File: config.mk
export PLATFORM = sky130hd
export DESIGN_NAME = sdram_cmd_decode
export DESIGN_NICKNAME = d
export VERILOG_FILES = /design/src/rtl/sdram_mode_pkg.sv /design/src/rtl/data_fifo.sv /design/src/rtl/sdram_cmd_decode.sv
export VERILOG_INCLUDE_DIRS = /design/src /design/src/rtl
export SDC_FILE = /design/constraint.sdc
export NUM_CORES = 2
export LEC_CHECK = 0
export ABC_AREA = 1
export BUFFER_PORTS_ARGS = -buffer_cell sky130_fd_sc_hd__buf_4
export CAP_MARGIN = 20
export CORE_ASPECT_RATIO = 1.1
export CORE_MARGIN = 4
export CORE_UTILIZATION = 48
export DETAILED_ROUTE_END_ITERATION = 16
export PLACE_DENSITY = 0.64
export SYNTH_ARGS = -nofsm -noshare
export SYNTH_HDL_FRONTEND = slang
export SYNTH_SLANG_ARGS = --single-unit
File: constraint.sdc
create_clock -name ref_clk -period 2.8 [get_ports ref_clk]
set_clock_uncertainty 0.05 [all_clocks]
set_input_delay 0.56 -clock ref_clk [delete_from_list [all_inputs] [get_ports ref_clk]]
set_output_delay 0.56 -clock ref_clk [all_outputs]
set_load 0.03 [all_outputs]
File: src/rtl/sdram_mode_regs.svh
/*
 * Constants for the mode word, burst and latency codes, and byte mask timing.
 * Assumes it is included by bare name in files that need the numbers.
 */
`ifndef SDRAM_MODE_REGS_SVH
`define SDRAM_MODE_REGS_SVH

// mode word field positions
`define MODE_BL_LSB 0
`define MODE_BL_MSB 2
`define MODE_ORDER_BIT 3
`define MODE_RL_LSB 4
`define MODE_RL_MSB 6
`define MODE_OP_LOW_BIT 7
`define MODE_OP_HIGH_BIT 8
`define MODE_WB_SINGLE_BIT 9
`define MODE_WORD_MSB 11
`define MODE_RESET_VALUE 12'h000

// burst length codes
`define BL_ONE 3'h0
`define BL_TWO 3'h1
`define BL_FOUR 3'h2
`define BL_EIGHT 3'h3
`define BL_PAGE 3'h7

// read latency codes
`define RL_TWO 3'h2
`define RL_THREE 3'h3

// column masks of one page, small and large modules
`define PAGE_MASK_SMALL 9'h0ff
`define PAGE_MASK_LARGE 9'h1ff

// address bit that selects auto precharge or all-bank precharge
`define PRECHARGE_SEL_BIT 10

// byte mask delays in clocks: writes at once, reads two clocks later
`define MASK_WRITE_DELAY 0
`define MASK_READ_DELAY 2

`endif

File: src/rtl/sdram_mode_pkg.sv
/*
 * Types shared by the command decoder: decoded commands and burst states.
 * Assumes nothing of its surroundings.
 */
package sdram_mode_pkg;

    // decoded command from the strobe pins
    typedef enum logic [3:0] {
        cmd_inhibit,
        cmd_nop,
        cmd_active,
        cmd_read,
        cmd_write,
        cmd_term,
        cmd_precharge,
        cmd_refresh,
        cmd_load_mode
    } cmd_t;

    // burst sequencer state
    typedef enum logic [1:0] {
        burst_idle,
        burst_read,
        burst_write
    } burst_t;

endpackage : sdram_mode_pkg

File: src/rtl/data_fifo.sv
/*
 * Synchronous FIFO with a registered output stage and valid/ready on both
 * sides. Assumes a single clock and a synchronous active-high reset.
 */
`timescale 1ns/1ps
module data_fifo #(
    parameter int WIDTH = 83,
    parameter int DEPTH = 16
) (
    input wire logic ref_clk,
    input wire logic srst,
    input wire logic in_valid,
    input wire logic [WIDTH-1:0] in_data,
    output logic in_ready,
    output logic out_valid,
    output logic [WIDTH-1:0] out_data,
    input wire logic out_ready
);
    localparam int AW = $clog2(DEPTH);

    typedef struct packed {
        logic [DEPTH-1:0][WIDTH-1:0] mem;
        logic [AW-1:0] wp;
        logic [AW-1:0] rp;
        logic [AW:0] cnt;
        logic ov;
        logic [WIDTH-1:0] od;
    } fifo_state_t;

    fifo_state_t st_reg;
    fifo_state_t st_next;
    logic wr;
    logic load;

    // full comes straight from the stored count, valid from the output stage flag
    assign in_ready = (st_reg.cnt != (AW+1)'(DEPTH));
    assign out_valid = st_reg.ov;
    assign out_data = st_reg.od;

    // refill the output stage whenever it is empty or being taken
    always_comb begin
        st_next = st_reg;
        wr = in_valid && in_ready;
        load = (st_reg.cnt != '0) && (!st_reg.ov || out_ready);
        if (out_ready && st_reg.ov) begin
            st_next.ov = 1'b0;
        end
        if (load) begin
            st_next.od = st_reg.mem[st_reg.rp];
            st_next.ov = 1'b1;
            st_next.rp = st_reg.rp + 1'b1;
        end
        if (wr) begin
            st_next.mem[st_reg.wp] = in_data;
            st_next.wp = st_reg.wp + 1'b1;
        end
        st_next.cnt = st_reg.cnt + (AW+1)'(wr) - (AW+1)'(load);
    end

    // state register
    always_ff @(posedge ref_clk) begin
        if (srst) begin
            st_reg <= '0;
        end else begin
            st_reg <= st_next;
        end
    end

endmodule : data_fifo

File: src/rtl/sdram_cmd_decode.sv
/*
 * Command decode, mode word and burst sequencing of a synchronous DRAM.
 * Assumes the controller drives strobes, address and masks on ref_clk;
 * write words go to the array through a FIFO, reads come back in the
 * same cycle as the column is presented.
 */
`timescale 1ns/1ps
`include "sdram_mode_regs.svh"
module sdram_cmd_decode (
    input wire logic ref_clk,
    input wire logic srst,
    input wire logic cke,
    input wire logic cs_n,
    input wire logic ras_n,
    input wire logic cas_n,
    input wire logic we_n,
    input wire logic bank_select_low,
    input wire logic bank_select_high,
    input wire logic [12:0] addr,
    input wire logic [7:0] byte_mask,
    input wire logic [63:0] dq_in,
    input wire logic module_small,
    input wire logic [63:0] arr_rd_data,
    input wire logic arr_wr_ready,
    output logic [63:0] dq_out,
    output logic [7:0] dq_oe,
    output logic arr_rd_en,
    output logic [8:0] arr_rd_col,
    output logic [1:0] arr_rd_bank,
    output logic arr_wr_valid,
    output logic [1:0] arr_wr_bank,
    output logic [8:0] arr_wr_col,
    output logic [7:0] arr_wr_be,
    output logic [63:0] arr_wr_data,
    output logic [11:0] mode_word,
    output logic [3:0] bank_open,
    output logic [3:0] precharge_banks,
    output logic auto_refresh,
    output logic self_refresh,
    output logic [12:0] refresh_row,
    output logic wr_overrun
);
    typedef struct packed {
        sdram_mode_pkg::burst_t burst;
        logic [8:0] start;
        logic [8:0] count;
        logic [8:0] len_mask;
        logic inter;
        logic ap;
        logic [1:0] bank;
        logic [11:0] mode;
        logic [3:0] open;
        logic [3:0] pre;
        logic aref;
        logic sref;
        logic [12:0] row;
        logic rd_en;
        logic rd_en_d1;
        logic [8:0] rd_col;
        logic [1:0] rd_bank;
        logic [7:0] mask_d1;
        logic word_oe;
        logic [7:0] oe;
        logic [63:0] dout;
        logic [63:0] data_d1;
        logic overrun;
        logic small_s1;
        logic small_s2;
    } dec_state_t;

    dec_state_t st_reg;
    dec_state_t st_next;
    sdram_mode_pkg::cmd_t cmd;
    logic [1:0] bank_w;
    logic [8:0] page_mask;
    logic [8:0] start_col;
    logic [2:0] bl_code;
    logic [2:0] rl_code;
    logic rd_acc;
    logic wr_acc;
    logic term_acc;
    logic push_valid;
    logic push_ready;
    logic [1:0] push_bank;
    logic [8:0] push_col;
    logic [8:0] cur_col;
    logic [8:0] lm;

    // column of word k inside the block picked by mask
    function automatic logic [8:0] col_of(input logic [8:0] s,
        input logic [8:0] k, input logic [8:0] m, input logic il);
        logic [8:0] off;
        off = il ? (s ^ k) : (s + k);
        col_of = (s & ~m) | (off & m);
    endfunction : col_of

    // block mask from the burst length code
    function automatic logic [8:0] len_of(input logic [2:0] code,
        input logic [8:0] page);
        case (code)
            `BL_TWO: len_of = 9'h001;
            `BL_FOUR: len_of = 9'h003;
            `BL_EIGHT: len_of = 9'h007;
            `BL_PAGE: len_of = page;
            default: len_of = 9'h000;
        endcase
    endfunction : len_of

    // strobe decode; chip select high masks everything
    always_comb begin
        if (cs_n) begin
            cmd = sdram_mode_pkg::cmd_inhibit;
        end else begin
            case ({ras_n, cas_n, we_n})
                3'h7: cmd = sdram_mode_pkg::cmd_nop;
                3'h3: cmd = sdram_mode_pkg::cmd_active;
                3'h5: cmd = sdram_mode_pkg::cmd_read;
                3'h4: cmd = sdram_mode_pkg::cmd_write;
                3'h6: cmd = sdram_mode_pkg::cmd_term;
                3'h2: cmd = sdram_mode_pkg::cmd_precharge;
                3'h1: cmd = sdram_mode_pkg::cmd_refresh;
                default: cmd = sdram_mode_pkg::cmd_load_mode;
            endcase
        end
    end

    // helper terms shared by decode and checks
    assign bank_w = {bank_select_high, bank_select_low};
    assign page_mask = st_reg.small_s2 ? `PAGE_MASK_SMALL
                                       : `PAGE_MASK_LARGE;
    assign start_col = addr[8:0] & page_mask;
    assign bl_code = st_reg.mode[`MODE_BL_MSB:`MODE_BL_LSB];
    assign rl_code = st_reg.mode[`MODE_RL_MSB:`MODE_RL_LSB];
    assign rd_acc = cke && !st_reg.sref &&
                    (cmd == sdram_mode_pkg::cmd_read);
    assign wr_acc = cke && !st_reg.sref &&
                    (cmd == sdram_mode_pkg::cmd_write);
    assign term_acc = cke && !st_reg.sref &&
                      (cmd == sdram_mode_pkg::cmd_term);

    // next state: pipelines, burst sequencing, then new commands
    always_comb begin
        st_next = st_reg;
        st_next.small_s1 = module_small;
        st_next.small_s2 = st_reg.small_s1;
        st_next.pre = 4'h0;
        st_next.aref = 1'b0;
        st_next.rd_en = 1'b0;
        st_next.rd_en_d1 = st_reg.rd_en;
        st_next.mask_d1 = byte_mask;
        st_next.data_d1 = arr_rd_data;
        push_valid = 1'b0;
        push_col = st_reg.start;
        push_bank = st_reg.bank;
        lm = 9'h000;
        cur_col = col_of(st_reg.start, st_reg.count, st_reg.len_mask,
                         st_reg.inter);
        // read output: latency two or three, reserved codes never drive
        case (rl_code)
            `RL_TWO: begin
                st_next.word_oe = st_reg.rd_en;
                st_next.dout = arr_rd_data;
            end
            `RL_THREE: begin
                st_next.word_oe = st_reg.rd_en_d1;
                st_next.dout = st_reg.data_d1;
            end
            default: begin
                st_next.word_oe = 1'b0;
                st_next.dout = st_reg.dout;
            end
        endcase
        st_next.oe = {8{st_next.word_oe}} & ~st_reg.mask_d1;
        // running burst: one column a cycle, writes wait for room
        case (st_reg.burst)
            sdram_mode_pkg::burst_read: begin
                st_next.rd_en = 1'b1;
                st_next.rd_col = cur_col;
                st_next.rd_bank = st_reg.bank;
                st_next.count = st_reg.count + 9'h001;
                if (st_reg.count == st_reg.len_mask) begin
                    st_next.burst = sdram_mode_pkg::burst_idle;
                    st_next.pre[st_reg.bank] = st_reg.ap;
                end
            end
            sdram_mode_pkg::burst_write: begin
                push_valid = 1'b1;
                push_col = cur_col;
                if (push_ready) begin
                    st_next.count = st_reg.count + 9'h001;
                    if (st_reg.count == st_reg.len_mask) begin
                        st_next.burst = sdram_mode_pkg::burst_idle;
                        st_next.pre[st_reg.bank] = st_reg.ap;
                    end
                end
            end
            default: begin
            end
        endcase
        // new reads, writes and burst terminates override a running burst
        if (st_reg.sref) begin
            st_next.sref = !cke;
        end else if (cke) begin
            case (cmd)
                sdram_mode_pkg::cmd_active: begin
                    st_next.open[bank_w] = 1'b1;
                end
                sdram_mode_pkg::cmd_read,
                sdram_mode_pkg::cmd_write: begin
                    lm = len_of(bl_code, page_mask);
                    if ((cmd == sdram_mode_pkg::cmd_write) &&
                        st_reg.mode[`MODE_WB_SINGLE_BIT]) begin
                        lm = 9'h000;
                    end
                    st_next.start = start_col;
                    st_next.bank = bank_w;
                    st_next.len_mask = lm;
                    st_next.count = 9'h001;
                    // full page only runs sequential
                    st_next.inter = st_reg.mode[`MODE_ORDER_BIT] &&
                                    (bl_code != `BL_PAGE);
                    st_next.ap = addr[`PRECHARGE_SEL_BIT];
                    st_next.burst = (cmd == sdram_mode_pkg::cmd_read) ?
                        sdram_mode_pkg::burst_read :
                        sdram_mode_pkg::burst_write;
                    if (cmd == sdram_mode_pkg::cmd_read) begin
                        st_next.rd_en = 1'b1;
                        st_next.rd_col = start_col;
                        st_next.rd_bank = bank_w;
                    end else begin
                        push_valid = 1'b1;
                        push_col = start_col;
                        push_bank = bank_w;
                        if (!push_ready) begin
                            st_next.count = 9'h000;
                        end
                    end
                    if ((lm == 9'h000) && st_next.count != 9'h000) begin
                        st_next.burst = sdram_mode_pkg::burst_idle;
                        st_next.pre[bank_w] = addr[`PRECHARGE_SEL_BIT];
                    end
                end
                sdram_mode_pkg::cmd_term: begin
                    st_next.burst = sdram_mode_pkg::burst_idle;
                end
                sdram_mode_pkg::cmd_precharge: begin
                    if (addr[`PRECHARGE_SEL_BIT]) begin
                        st_next.pre = 4'hf;
                    end else begin
                        st_next.pre[bank_w] = 1'b1;
                    end
                end
                sdram_mode_pkg::cmd_refresh: begin
                    st_next.aref = 1'b1;
                    st_next.row = st_reg.row + 13'h0001;
                end
                sdram_mode_pkg::cmd_load_mode: begin
                    st_next.mode = addr[`MODE_WORD_MSB:0];
                end
                default: begin
                end
            endcase
        end else if (cmd == sdram_mode_pkg::cmd_refresh) begin
            st_next.sref = 1'b1;
            st_next.row = st_reg.row + 13'h0001;
        end
        st_next.open = st_next.open & ~st_next.pre;
        if (push_valid && !push_ready) begin
            st_next.overrun = 1'b1;
        end
    end

    // state register
    always_ff @(posedge ref_clk) begin
        if (srst) begin
            st_reg <= '0;
        end else begin
            st_reg <= st_next;
        end
    end

    // write words with their byte enables, mask applied at once
    data_fifo #(.WIDTH(83), .DEPTH(16)) u_wr_fifo (
        .ref_clk(ref_clk),
        .srst(srst),
        .in_valid(push_valid),
        .in_data({push_bank, push_col, ~byte_mask, dq_in}),
        .in_ready(push_ready),
        .out_valid(arr_wr_valid),
        .out_data({arr_wr_bank, arr_wr_col, arr_wr_be, arr_wr_data}),
        .out_ready(arr_wr_ready)
    );

    // outputs straight from the state register
    assign dq_out = st_reg.dout;
    assign dq_oe = st_reg.oe;
    assign arr_rd_en = st_reg.rd_en;
    assign arr_rd_col = st_reg.rd_col;
    assign arr_rd_bank = st_reg.rd_bank;
    assign mode_word = st_reg.mode;
    assign bank_open = st_reg.open;
    assign precharge_banks = st_reg.pre;
    assign auto_refresh = st_reg.aref;
    assign self_refresh = st_reg.sref;
    assign refresh_row = st_reg.row;
    assign wr_overrun = st_reg.overrun;
endmodule : sdram_cmd_decode

==> results summary <==
The total congestion overflow after global routing is 0. The worst setup path is of the flip-flop to flip-flop kind. The cell area that synthesis handed to floorplanning was a little over 70000 µm². The initialized floorplan defines roughly 150 standard-cell rows. The post-route netlist has under 10% of its cells at a drive strength greater than 1. The post-CTS setup buffer count is 0. The register area share after synthesis is ~46%. The via count of the first global-routing pass came out at ~60k.

The slowest stage of the critical path is the fa_1 cell. Of all flip-flops after synthesis, the portion carrying an async set or reset was 0%. The commonest cells after synthesis are 1880 x o21ai_0, 1649 x dfxtp_1, 1288 x nor2_1, 1251 x a21oi_1, 874 x inv_1.

The flip-flop count of the largest register after layout is around 1.3k. Cell internal power was estimated by the tool at roughly 43 mW. Compared with the post-synthesis result, the final layout area differs by 13.1%.

The final setup slack of the worst path came out at 0.182 ns. Setup repair after global routing left no endpoint under its margin. The worst endpoint required time is about 3.5 ns.

The cell count after placement came out at roughly 11k. The number of warnings issued by yosys is 0. The pin count of the biggest net entering global routing is 155. dfxtp_1 takes more of the synthesized area than any other cell.

The standard cell core area is between 100000 and 150000 µm². The most used flip-flop cell after synthesis is dfxtp_1. Summing all flip-flop and latch instances after layout gives between 30000 and 40000 µm². The number of top-level design ports is around 360. The finished layout holds ~12k standard cells, fillers aside. After legalization and detailed placement, the total HPWL measured ~120000 µm. The via count is roughly 65k. After filler insertion, the fill cell instance count of the layout stands at ~14k.

The category of the worst setup path launch point is a flip-flop. TritonCTS built the clock tree. The clock period minus worst slack is 2.62 ns. Clock-pin slew was measured on the worst setup and hold paths at approximately 0.06 ns. The total clock buffers created by CTS is 172. The signal on the critical path passes through ha_1 > inv_1 > fa_1 > a21oi_1 > o21ai_0 > o21ai_0 > nor2_1 > nor3_2 > buf_4 > inv_1 > a21oi_1.

The violation count after the first detailed-route iteration is between 6k and 7k. Dividing the detail-routed via count by the number of cells gives around 5.6. The worst setup timing slack at the placement stage came out at -0.0292 ns. The initial antenna violation count is 11. The power per standard cell area is slightly below 800 nW/µm².

The number of port buffers came out at approximately 360. The largest voltage drop on the vdd net is approximately 0.75 mV. The wire length per cell is between 15 and 20 µm. The weighted congestion at the end of routability-driven global placement is 0.838.

The largest fanout of any net on the critical path is 14. The actual slew at the worst max-slew pin is about 0.93 ns. The switching power of the nets is between 20 and 25 mW. The share of total power in sequential cells is 38.7%. The die extent in y is between 400 and 500 µm. The worst slew slack as a fraction of its limit is 37.8%. Setup violations remaining at the end of the flow were counted as 0. Yosys attributes the largest share of cell area to dfxtp_1 46%, o21ai_0 13%, a21oi_1 8.8%. The total number of clock tree sinks came out at 1649. The cell sitting at the root of the clock tree is a clkbuf_16.

The detail route stage leaves a number of antenna-violating nets equal to 0. The total of flip-flops plus latches after synthesis came out at 1649. The overall fraction of global-route tracks in use came out at between 20% and 30%.

The most instantiated library cell after synthesis is o21ai_0. The H-tree level count came out at 4. The clock latency at the later pin of the worst-skew pair came out at 0.83 ns.

The first global-routing pass estimated roughly 350000 µm of wire. Summing all multi-input logic gate instances after layout gives around 30000 µm². The net count of the finished layout is between 9k and 10k. Counting distinct cell types in the post-synthesis netlist gives 47. The leakage component of the power came out at between 30 and 40 nW. The number of synthesized flops with an enable pin came out at 0. The overall routed net length is about 220000 µm. The final clock period utilization by the worst path came out at about 93%. When the netlist entered floorplanning its net count stood at between 9k and 10k. The flow ran to the end, and the final reports show no timing, DRC or antenna violations. The number of violations of the max-capacitance limit is 0.

The buffer depth of the longest clock path is 3. Per report_power, the clock group accounts for a little over a third of the total. The arrival time of the worst setup path came out at 3.31 ns. The initial core utilization came out at just under 50%. The max-slew violation count is 0. The maximum clock rate came out at 0.382 GHz.

The core utilization of the finished layout is a little over half. The post-route DRC violation count is 0. The count of endpoints failing hold in the final timing report is 0. For this run, the detailed router's first-pass iteration total came to 6. The highest cell delay on the worst timing path is 0.42 ns. The width of the die came out at 376 µm. The combinational share of power came out at 26.0%. The worst setup path is captured at a flip-flop. The die covers ~160000 µm². The post-synthesis cell count came out at around 9.7k.

Net switching is approximately a third of the power. The path class of the tightest hold or removal check is input pin to flip-flop. The post-synthesis average cell area came out at around 7.4 µm². The area fraction of the dominant cell type after synthesis is 46.2%.
[per-stage QoR]
step / setup TNS, ns / cell area [µm²] / hold slack, ns / power [mW]
after floorplan: 0 / 71500 / 0.318 / 37.1
after global placement: 0 / 74300 / 0.324 / 41.7
after detailed placement: -0.0851 / 74300 / 0.324 / 41.8
after CTS: 0 / 80800 / 0.0000607 / 64.6
after global routing: 0 / 80900 / 0.0346 / 67.3
final: 0 / 80900 / 0.0600 / 64.3
[metal layers]
layer,GRT usage (%),up-vias,wire (µm)
li1,-,31700,-
met1,36.8,30400,96200
met2,45.8,2380,104000
met3,4.22,443,15900
met4,10.2,2,7360
met5,0,-,12
[cell families after synthesis]
group | synth area share, %
DFF | 46.2
adders and majority gates | 0.459
AOI/OAI and AO/OA | 26.7
buffers and inverters | 12.3
muxes | 0.0140
xor gates and xnor gates | 0.123
and+or+nand+nor | 14.3
[worst paths after layout]
check	slack [ns]	cells after the start	to	start
setup / recovery	0.18	11	u_wr_fifo.st_reg[585]$_SDFFE_PP0P_	st_reg[218]$_SDFFE_PP0P_
hold reg to reg	0.33	1	dq_oe[2]$_SDFF_PP0_	st_reg[142]$_SDFF_PP0_
setup reg to reg	0.18	11	u_wr_fifo.st_reg[585]$_SDFFE_PP0P_	st_reg[218]$_SDFFE_PP0P_
hold / removal	0.06	3	u_wr_fifo.st_reg[1355]$_SDFFE_PP0P_	dq_in[13]
[layout make-up]
class	count	share of cell area (%)
repair buffers	670	8.20
diodes	10	0.0309
clock buffers	264	6.31
well taps	1950	3.02
clock inverters	45	0.573
flip-flops and latches	1649	40.8
multi-input cells	6070	36.8
inverters	892	4.26
[what timing repair did]
| action | in CTS | in global routing |
|---|---|---|
| endpoints found under the setup margin | 0 | 9 |
| endpoints found under the hold margin | 280 | 0 |
| hold buffers | 96 | 0 |
| resized for setup | 0 | 1 |
[cell usage in the layout, fill, tap and decap left out, types with 14 or more instances in the layout]
cell type	count
buf_12	109
nor3_1	19
dfxtp_1	1644
clkinv_2	24
clkbuf_16	174
a31oi_1	68
nand3_1	586
o21ai_1	22
buf_4	465
nand4_1	14
o21ai_0	1879
ha_1	23
nand2_1	497
clkbuf_1	49
dlygate4sd3_1	96
nor2_1	1287
inv_1	866
a21oi_1	1251
o211ai_1	318
clkbuf_8	41
[power by group through the flow]
stage | combinational [mW] | sequential (mW) | clock [mW]
finish | 16.7 | 24.8 | 22.7
global placement | 16.3 | 25.3 | 0
detailed placement | 16.4 | 25.3 | 0
CTS | 16.6 | 24.8 | 23.2
global route | 18.3 | 24.9 | 24.1
floorplan | 12.0 | 25.1 | 0
[critical path: cells and delay by family (launching register included)]
kind	cells	cell delay, ns
and+or+nand+nor	2	0.35
buffers and inverters	3	0.51
DFF	1	0.37
AOI/OAI and AO/OA	4	0.65
adders and majority gates	2	0.61
(Power assumes the default switching activity.)
